<file path="src/tfc_consts.vh">
`ifndef TFC_CONSTS_VH
`define TFC_CONSTS_VH

`define TFC_ADDR_W 8
`define TFC_OFF_RXCFG 8'h6c
`define TFC_OFF_TXCFG 8'h70
`define TFC_OFF_INT_STS 8'h78
`define TFC_OFF_INT_EN 8'h7c

`define TFC_RX_ALIGN_HI 31
`define TFC_RX_ALIGN_LO 30
`define TFC_RX_OFF_HI 12
`define TFC_RX_OFF_LO 8
`define TFC_RX_DW_OFF_LO 10
`define TFC_TX_SFLUSH_BIT 15
`define TFC_TX_DFLUSH_BIT 14
`define TFC_TX_SAO_BIT 2
`define TFC_TX_ON_BIT 1
`define TFC_TX_STOP_BIT 0

`define TFC_RX_ALIGN_RST 2'b00
`define TFC_RX_OFF_RST 5'h00

`define TFC_ALIGN_4 2'b00
`define TFC_ALIGN_16 2'b01
`define TFC_ALIGN_32 2'b10

`define TFC_INT_TSFF 0
`define TFC_INT_STOPPED 1
`define TFC_INT_W 2

`endif

</file>
<file path="src/tfc_fifo_cfg.v">
// Chosen here: strobed register access.
`timescale 1ns/1ns
`include "tfc_consts.vh"

// Functional notes
// (RULE1) received data is shifted by a programmable 0-31 byte offset, reset zero
// (RULE2) host changes low two offset bits only with receiver halted and purged
// (RULE3) upper three offset bits may change live, effective next doubleword read
// (RULE4) end alignment code: 00 4-byte, 01 16-byte, 10 32-byte, 11 reserved
// (RULE5) filler doublewords pad buffer end to alignment; host discards them
// (RULE6) host sets end alignment before a packet, changes only between packets
// (RULE7) writing one to status flush zeroes status FIFO pointers, self-clears
// (RULE8) writing one to data flush zeroes data FIFO pointers, self-clears
// (RULE9) with overrun allow clear, transmission suspends while status FIFO full
// (RULE10) status-full interrupt independent of the overrun allow setting
// (RULE11) transmitter enable one sends held data; resets to zero
// (RULE12) enable clears itself once stop requested and transmitter halted
// (RULE13) stop request finishes current frame then ceases transmitting
// (RULE14) stop bit self-clears on halt; writes ignored while it reads one
// (RULE15) reserved bits read zero and ignore writes
module tfc_fifo_cfg (
    input wire clk_sys,
    input wire rst_n,
    input wire [`TFC_ADDR_W-1:0] reg_addr,
    input wire [31:0] reg_wdata,
    input wire reg_wr,
    input wire reg_rd,
    output reg [31:0] reg_rdata,
    output reg irq,
    input wire rx_pkt_start,
    input wire rx_dw_read,
    input wire rx_pkt_last_dw,
    output reg [4:0] rx_leading_byte_offset,
    output reg [3:0] rx_fill_dw,
    output reg rx_fill_active,
    input wire tx_frame_busy,
    input wire tx_sts_full,
    output reg tx_run,
    output reg tx_status_flush,
    output reg tx_data_flush
);
    reg [4:0] rx_off_q;
    reg [1:0] rx_align_q;
    reg sao_q;
    reg [`TFC_INT_W-1:0] int_sts_q;
    reg [`TFC_INT_W-1:0] int_en_q;
    reg sts_full_q;

    wire wr_tx = reg_wr && (reg_addr == `TFC_OFF_TXCFG);
    wire wr_rx = reg_wr && (reg_addr == `TFC_OFF_RXCFG);
    wire tx_on_w;
    wire stop_w;
    wire run_w;
    wire stopped_w;
    wire [4:0] off_w;
    wire [3:0] fill_w;
    wire fill_act_w;

    tfc_rx_align u_rx (
        .clk_sys(clk_sys),
        .rst_n(rst_n),
        .offset_cfg(rx_off_q),
        .align_cfg(rx_align_q),
        .pkt_start(rx_pkt_start),
        .dw_read(rx_dw_read),
        .pkt_last_dw(rx_pkt_last_dw),
        .cur_offset_q(off_w),
        .fill_dw_q(fill_w),
        .fill_active_q(fill_act_w)
    );

    tfc_tx_ctrl u_tx (
        .clk_sys(clk_sys),
        .rst_n(rst_n),
        .tx_on_set(wr_tx && reg_wdata[`TFC_TX_ON_BIT]),
        .tx_on_clr(wr_tx && !reg_wdata[`TFC_TX_ON_BIT]),
        .stop_req(wr_tx && reg_wdata[`TFC_TX_STOP_BIT]),
        .frame_busy(tx_frame_busy),
        .sts_full(tx_sts_full),
        .overrun_allow(sao_q),
        .tx_on_q(tx_on_w),
        .stop_q(stop_w),
        .tx_run_q(run_w),
        .stopped_pulse_q(stopped_w)
    );

    wire [`TFC_INT_W-1:0] ev;
    assign ev = {stopped_w, tx_sts_full && !sts_full_q}; // RULE10

    always @(posedge clk_sys or negedge rst_n) begin
        if (!rst_n) begin
            rx_off_q <= `TFC_RX_OFF_RST;
            rx_align_q <= `TFC_RX_ALIGN_RST;
            sao_q <= 1'b0;
            int_sts_q <= {`TFC_INT_W{1'b0}};
            int_en_q <= {`TFC_INT_W{1'b0}};
            sts_full_q <= 1'b0;
            tx_status_flush <= 1'b0;
            tx_data_flush <= 1'b0;
            reg_rdata <= 32'h0000_0000;
            irq <= 1'b0;
            tx_run <= 1'b0;
            rx_leading_byte_offset <= 5'h00;
            rx_fill_dw <= 4'h0;
            rx_fill_active <= 1'b0;
        end else begin
            sts_full_q <= tx_sts_full;
            if (wr_rx) begin
                rx_off_q <= reg_wdata[`TFC_RX_OFF_HI:`TFC_RX_OFF_LO]; // RULE1
                rx_align_q <= reg_wdata[`TFC_RX_ALIGN_HI:`TFC_RX_ALIGN_LO];
            end
            if (wr_tx)
                sao_q <= reg_wdata[`TFC_TX_SAO_BIT];
            // flush strobes are one-cycle pulses; the bits read back as zero
            tx_status_flush <= wr_tx && reg_wdata[`TFC_TX_SFLUSH_BIT]; // RULE7
            tx_data_flush <= wr_tx && reg_wdata[`TFC_TX_DFLUSH_BIT]; // RULE8
            if (reg_wr && reg_addr == `TFC_OFF_INT_EN)
                int_en_q <= reg_wdata[`TFC_INT_W-1:0];
            // set wins over write-one-to-clear
            if (reg_wr && reg_addr == `TFC_OFF_INT_STS)
                int_sts_q <= (int_sts_q & ~reg_wdata[`TFC_INT_W-1:0]) | ev;
            else
                int_sts_q <= int_sts_q | ev;
            irq <= |(int_sts_q & int_en_q);
            tx_run <= run_w;
            rx_leading_byte_offset <= off_w;
            rx_fill_dw <= fill_w;
            rx_fill_active <= fill_act_w;
            reg_rdata <= 32'h0000_0000;
            if (reg_rd) begin
                case (reg_addr)
                    `TFC_OFF_RXCFG: begin
                        reg_rdata[`TFC_RX_ALIGN_HI:`TFC_RX_ALIGN_LO] <= rx_align_q;
                        reg_rdata[`TFC_RX_OFF_HI:`TFC_RX_OFF_LO] <= rx_off_q; // RULE15
                    end
                    `TFC_OFF_TXCFG: begin
                        reg_rdata[`TFC_TX_SAO_BIT] <= sao_q;
                        reg_rdata[`TFC_TX_ON_BIT] <= tx_on_w;
                        reg_rdata[`TFC_TX_STOP_BIT] <= stop_w;
                    end
                    `TFC_OFF_INT_STS: reg_rdata[`TFC_INT_W-1:0] <= int_sts_q;
                    `TFC_OFF_INT_EN: reg_rdata[`TFC_INT_W-1:0] <= int_en_q;
                    default: reg_rdata <= 32'h0000_0000;
                endcase
            end
        end
    end
endmodule

</file>
<file path="src/tfc_rx_align.v">
`timescale 1ns/1ns
`include "tfc_consts.vh"

// receive read path: leading offset and end-alignment fill count
module tfc_rx_align (
    input wire clk_sys,
    input wire rst_n,
    input wire [4:0] offset_cfg,
    input wire [1:0] align_cfg,
    input wire pkt_start,
    input wire dw_read,
    input wire pkt_last_dw,
    output reg [4:0] cur_offset_q,
    output reg [3:0] fill_dw_q,
    output reg fill_active_q
);
    // doublewords per alignment unit, minus one, as a mask
    function [2:0] tfc_align_mask;
        input [1:0] code;
        begin
            case (code)
                `TFC_ALIGN_4: tfc_align_mask = 3'h0;
                `TFC_ALIGN_16: tfc_align_mask = 3'h3;
                `TFC_ALIGN_32: tfc_align_mask = 3'h7;
                default: tfc_align_mask = 3'h0;
            endcase
        end
    endfunction

    reg [2:0] dw_cnt_q;
    reg [2:0] fill_cnt;
    reg [2:0] msk;

    always @* begin
        msk = tfc_align_mask(align_cfg); // RULE4
        fill_cnt = (3'h0 - (dw_cnt_q + 3'h1)) & msk;
    end

    always @(posedge clk_sys or negedge rst_n) begin
        if (!rst_n) begin
            cur_offset_q <= 5'h00;
            dw_cnt_q <= 3'h0;
            fill_dw_q <= 4'h0;
            fill_active_q <= 1'b0;
        end else begin
            if (pkt_start) begin
                cur_offset_q <= offset_cfg; // RULE1
                dw_cnt_q <= 3'h0;
            end else if (dw_read) begin
                // byte bits stay latched; dword bits follow on the next read
                cur_offset_q <= {offset_cfg[4:2], cur_offset_q[1:0]}; // RULE3
                dw_cnt_q <= dw_cnt_q + 3'h1;
            end
            // a new packet drops any filler the host left unread
            if (pkt_start) begin
                fill_dw_q <= 4'h0;
                fill_active_q <= 1'b0;
            end else if (dw_read && pkt_last_dw) begin
                fill_dw_q <= {1'b0, fill_cnt}; // RULE5
                fill_active_q <= (fill_cnt != 3'h0);
            end else if (fill_active_q && dw_read) begin
                fill_dw_q <= fill_dw_q - 4'h1;
                fill_active_q <= (fill_dw_q != 4'h1);
            end
        end
    end
endmodule

</file>
<file path="src/tfc_tx_ctrl.v">
`timescale 1ns/1ns

// transmit on/stop handshake; a frame in flight always completes
module tfc_tx_ctrl (
    input wire clk_sys,
    input wire rst_n,
    input wire tx_on_set,
    input wire tx_on_clr,
    input wire stop_req,
    input wire frame_busy,
    input wire sts_full,
    input wire overrun_allow,
    output reg tx_on_q,
    output reg stop_q,
    output reg tx_run_q,
    output reg stopped_pulse_q
);
    always @(posedge clk_sys or negedge rst_n) begin
        if (!rst_n) begin
            tx_on_q <= 1'b0;
            stop_q <= 1'b0;
            tx_run_q <= 1'b0;
            stopped_pulse_q <= 1'b0;
        end else begin
            stopped_pulse_q <= 1'b0;
            if (stop_q && !frame_busy) begin
                tx_on_q <= 1'b0; // RULE12
                stop_q <= 1'b0; // RULE14
                stopped_pulse_q <= 1'b1;
            end else begin
                if (tx_on_set)
                    tx_on_q <= 1'b1;
                else if (tx_on_clr)
                    tx_on_q <= 1'b0;
                if (stop_req && !stop_q)
                    stop_q <= 1'b1; // RULE14
            end
            // a new frame may not start while stopping, or while status is full with overrun allow clear
            tx_run_q <= tx_on_q && !stop_q && !(sts_full && !overrun_allow); // RULE9 RULE11 RULE13
        end
    end
endmodule

</file>
<file path="config.mk">
export PLATFORM = sky130hd
export DESIGN_NAME = tfc_fifo_cfg
export DESIGN_NICKNAME = d
export VERILOG_FILES = /design/src/tfc_fifo_cfg.v /design/src/tfc_rx_align.v /design/src/tfc_tx_ctrl.v
export VERILOG_INCLUDE_DIRS = /design/src
export SDC_FILE = /design/constraint.sdc
export NUM_CORES = 1
export LEC_CHECK = 0
export BUFFER_PORTS_ARGS = -buffer_cell sky130_fd_sc_hd__buf_4
export CELL_PAD_IN_SITES_DETAIL_PLACEMENT = 1
export CELL_PAD_IN_SITES_GLOBAL_PLACEMENT = 1
export CORE_MARGIN = 2
export CORE_UTILIZATION = 33
export DETAILED_ROUTE_END_ITERATION = 10
export PLACE_DENSITY = 0.79
export SLEW_MARGIN = 15
export SYNTH_ARGS = -nofsm -noshare
export SYNTH_HDL_FRONTEND = slang
export SYNTH_SLANG_ARGS = --single-unit
</file>
<file path="constraint.sdc">
create_clock -name clk_sys -period 1.2 [get_ports clk_sys]
set_input_delay 0.06 -clock clk_sys [delete_from_list [all_inputs] [get_ports clk_sys]]
set_output_delay 0.06 -clock clk_sys [all_outputs]
set_load 0.03 [all_outputs]
</file>
# Word-level counts from Yosys, hierarchy flattened
# Cells that the tools add are included.
# classes
add_sub_neg	3
n_eq_ne	7
n_mux	23
bitwise_logic	6
reduce_logical	29
# op_table
operator	count
$eq 8x7->1 const B	4
$mux 32	1
$logic_and 1x1->1	17
$mux 5	3
$mux 4	3
$mux 1	10
$reduce_bool 3->1	3
$logic_not 1->1	6
$mux 3	2
$pmux 2 s3	1
$pmux 3 s2	1
$and 2x2->2	2
$mux 2	2
$ne 4x1->1 const B	1
$or 2x2->2	2
$reduce_bool 2->1	2
$sub 4x1->4 const B	1
$add 3x1->3 const B	1
$and 3x3->3	1
$sub 1x3->3 const A	1
$eq 2x1->1 const B	1
$eq 2x2->1 const B	1
$not 2->2	1
$reduce_or 2->1	1
# totals
regBits	76
in_bits	49
elab_cells	91

# Longest topological paths before layout
# logic_depth
word_depth	6
mapped_depth	5
depth_no_buf	5

# Hierarchy
# Synthesis repeated with hierarchy kept, for this count alone.
# unflattened
cells_unflattened	185
hier_area_um2	2434.8
# modules_own_cells
module	n_inst	cells_per_inst	area_per_inst_um2	seq_area_each_um2
tfc_fifo_cfg	1	111	1535.2	925.9
tfc_rx_align	1	63	742.0	325.3
tfc_tx_ctrl	1	11	157.7	100.1

# Worst setup path before layout
# No wires, ideal clock.
# synth_timing
path_type	input -> register
from	input reg_addr[1]
to	register rx_align_q[0]
t_arrival_ns	1.512
required_ns	1.075
setup_slack_ns	-0.437
stages	4
path_cell_list	or4b_1 -> or4_1 -> buf_6 -> mux2_4
# synth_between
elab_chain_len	2
# synth_lines
element	line	rtl
from (decl)	tfc_fifo_cfg.v:24	input wire [`TFC_ADDR_W-1:0] reg_addr,
$eq 8x7->1	n/a	
$logic_and 1x1->1	tfc_fifo_cfg.v:50	wire wr_rx = reg_wr && (reg_addr == `TFC_OFF_RXCFG);
to (signal assigned)	tfc_fifo_cfg.v:93	rx_align_q <= `TFC_RX_ALIGN_RST;
to (signal assigned)	tfc_fifo_cfg.v:110	rx_align_q <= reg_wdata[`TFC_RX_ALIGN_HI:`TFC_RX_ALIGN_LO];
to (decl)	tfc_fifo_cfg.v:43	reg [1:0] rx_align_q;
# No other way between the ends.
# A chain may end at the register's enable or synchronous reset.

# Final worst setup path
# layout_timing
from	input reg_addr[1]
to	register rx_off_q[4]
# layout_between
elab_chain_len	2
# layout_lines
element	line	rtl
$eq 8x7->1	n/a	
$logic_and 1x1->1	tfc_fifo_cfg.v:50	
to (signal assigned)	tfc_fifo_cfg.v:92	rx_off_q <= `TFC_RX_OFF_RST;
to (signal assigned)	tfc_fifo_cfg.v:109	rx_off_q <= reg_wdata[`TFC_RX_OFF_HI:`TFC_RX_OFF_LO];
to (decl)	tfc_fifo_cfg.v:42	reg [4:0] rx_off_q;
# No other way between the ends.

==> run summary <==
Seq/Total Area, Yosys = 56.66%
Hold slack = 0.02835 ns
Yosys reg bits = 54
Count leader, synth = dfrtp_1
Mean Syn Cell Area = 12.42 sq um
Setup ws final = -0.2167 ns
Setup CP Type = in2reg
PortBufs = 52
First-pass GRT wire length = 8956 um
Share of post-route cells with drive strength above 1 = 43.15%
Die X = 89.01 um
Top cell type's share of synthesized area = 56.66%
Routed WL = 6036 um
Root Buffer = clkbuf_8
Syn Inst Count = 192
Final period utilization = 118.1%
Fin nets = 344
Iter 0 DRT Violations = 67
Drc violations = 0
Unique masters post-synth = 39
Worst min path class = in2reg
Pins over their slew limit = 0
Failing checks = negative setup slack
Die Y = 89.01 um
Maximum clock path buffer count = 2
Sequential Area = 0.001354 sq mm
Top post-synthesis cells by area = dfrtp_1 57%, buf_4 6.9%, mux2_4 4.4%
Worst Skew = 0.008493 ns
Main synth FF type = dfrtp_1
Status = finished with violations
Initial antenna violation count = 0
Top cell type by total area after synthesis = dfrtp_1
Fillers = 757
Post-synth EDFFs = 0
Synth warn = 0
Area of the multi-input gates = 982.2 sq um
Via density = 4.479
Standby leakage power = 1.773 nW
GRT overflow = 0
Core area = 0.006907 sq mm
CP Launch Type = primary input
Pwr/cell area = 1150 mW/mm^2
Sink Count = 54
Setup TNS = -1.639 ns
Routability congestion estimate = 0.8791
Setup repair after global routing missed its margin = true
Number of global-route vias before repair = 1,762
Max VDD drop = 0.4341 mV
Crit. End Element = flop
H-Tree Depth = 2
Max Cap Viol = 0
Worst-path maximum fanout = 7
Worst skew pair latency = 0.31 ns
Final setup violation count = 14
Die Area = 0.007923 sq mm
Ys async rst share = 100.0%
Most instantiated cells after synthesis = 54 x dfrtp_1, 22 x buf_4, 14 x inv_1
Initial DRT Pass Iterations = 4
Mapped cell area = 0.002385 sq mm
Critical Path AT = 1.61 ns
Register clock-pin slew on the reported worst setup and hold paths = 0.09 ns
CP required = 1.40 ns
HPWL Detailed = 4158 um
Antenna diodes = 0
Fin crit period = 1.417 ns
CTS tree = built
CTS Buf Count = 5
Area grow syn2layout = 43.65%
Vias = 1,738
# rows = 30
Largest net degree at the start of global routing = 39
Tot GR Track Use = 15.05%
Initial Utilization = 34.53%
Post-route ant nets = 0
Routed length per instance = 15.56 um
Max frequency = 705.8 MHz
Hold Violations, Final = 0
IO Count = 95
-- worst max-delay path, stage by stage --
cell,delay [ns]
buf_6,0.09
or4b_4,0.53
or4_4,0.59
mux2_4,0.34
-- layout make-up --
cell class	instances	share of cell area, %
Clock buffer	5	2.009
Multi-Input combinational cell	118	28.67
Timing Repair Buffer	98	23.37
Tap cell	96	3.506
Inverter	14	1.534
Clock inverter	3	1.388
Sequential cell	54	39.52
-- final timing paths --
path / startpoint / endpoint / slack [ns] / cells past startpoint
setup reg to reg: u_rx.dw_cnt_q[1] / u_rx.fill_dw_q[1] / -0.13 / 4
setup / recovery: reg_addr[1] / rx_off_q[4] / -0.22 / 4
hold reg to reg: u_tx.tx_run_q / tx_run / 0.36 / 0
max in group asynchronous: rst_n / int_en_q[0] / 0.56 / 3
min in group asynchronous: rst_n / u_rx.cur_offset_q[1] / 0.17 / 2
hold / removal: reg_wdata[1] / int_en_q[1] / 0.03 / 2
-- metrics by stage --
step	utilization, %	total power, mW	setup slack, ns	instance area [sq um]	std cells
final	49.60	3.941	-0.2167	3426	388
after detailed placement	42.95	2.575	-0.6630	2967	357
after global placement	42.95	2.551	-0.6312	2967	357
after floorplan	-	2.353	-0.4370	2477	213
after CTS	47.77	3.895	-0.2463	3299	383
after global routing	49.60	4.102	-0.2370	3426	388
-- sequential cells by signal (all words and copies together) (netlist names), 2 cells and up --
register / cells
reg_rdata: 10
int_en_q: 2
int_sts_q: 2
rx_leading_byte_offset: 5
u_rx.fill_dw_q: 4
u_rx.dw_cnt_q: 3
rx_fill_dw: 4
rx_align_q: 2
rx_off_q: 5
u_rx.cur_offset_q: 5
-- metal layers --
layer | track usage, % | wire length, um | vias up
met3 | 2.493 | 211 | 6
met1 | 17.42 | 2418 | 869
met4 | 5.292 | 67 | 0
met2 | 27.95 | 3338 | 55
met5 | 0 | 0 | -
li1 | - | - | 808
-- placed cells by master, fill, tap and decap left out, types with 2 or more instances in the layout --
cell and count:
a21o_1 2, a22o_1 3, and2_1 7, buf_4 78, buf_6 4, clkbuf_8 5
conb_1 22, dfrtp_1 52, dfrtp_2 2, dlygate4sd3_1 15, ha_4 4, inv_1 12
inv_2 2, mux2_2 8, mux2_4 7, mux2i_1 5, nand2_1 6, nand3_1 4
nand4_1 2, nand4b_1 2, nor2_1 10, nor2b_1 2, nor2b_4 2, nor4b_1 2
nor4bb_1 2, o21a_1 2, o21ai_1 2, o31ai_1 2, xor2_1 2
-- kinds of logic after synthesis --
family                     share of synthesized area, %
DFF                                               56.66
xor gates and xnor gates                          1.102
and+or+nand+nor                                   13.12
AOI/OAI and AO/OA                                 5.299
adders and majority gates                         2.099
buffers and inverters                             10.86
muxes                                             10.70
other                                            0.1572
-- where the power goes --
group	internal, mW	switching (mW)	total [mW]
Clock	0.633	0.610	1.24
Combinational	0.351	0.391	0.742
Sequential	1.90	0.0614	1.96
-- what timing repair did --
item                                   in CTS  in global routing
pin swaps                                   2                  5
resized for setup                          11                 20
hold buffers                               14                  1
endpoints found under the hold margin      68                  1
setup buffers                               4                  5
setup endpoints to repair                  19                 19
Note: power is estimated with default switching activity, not from simulation.
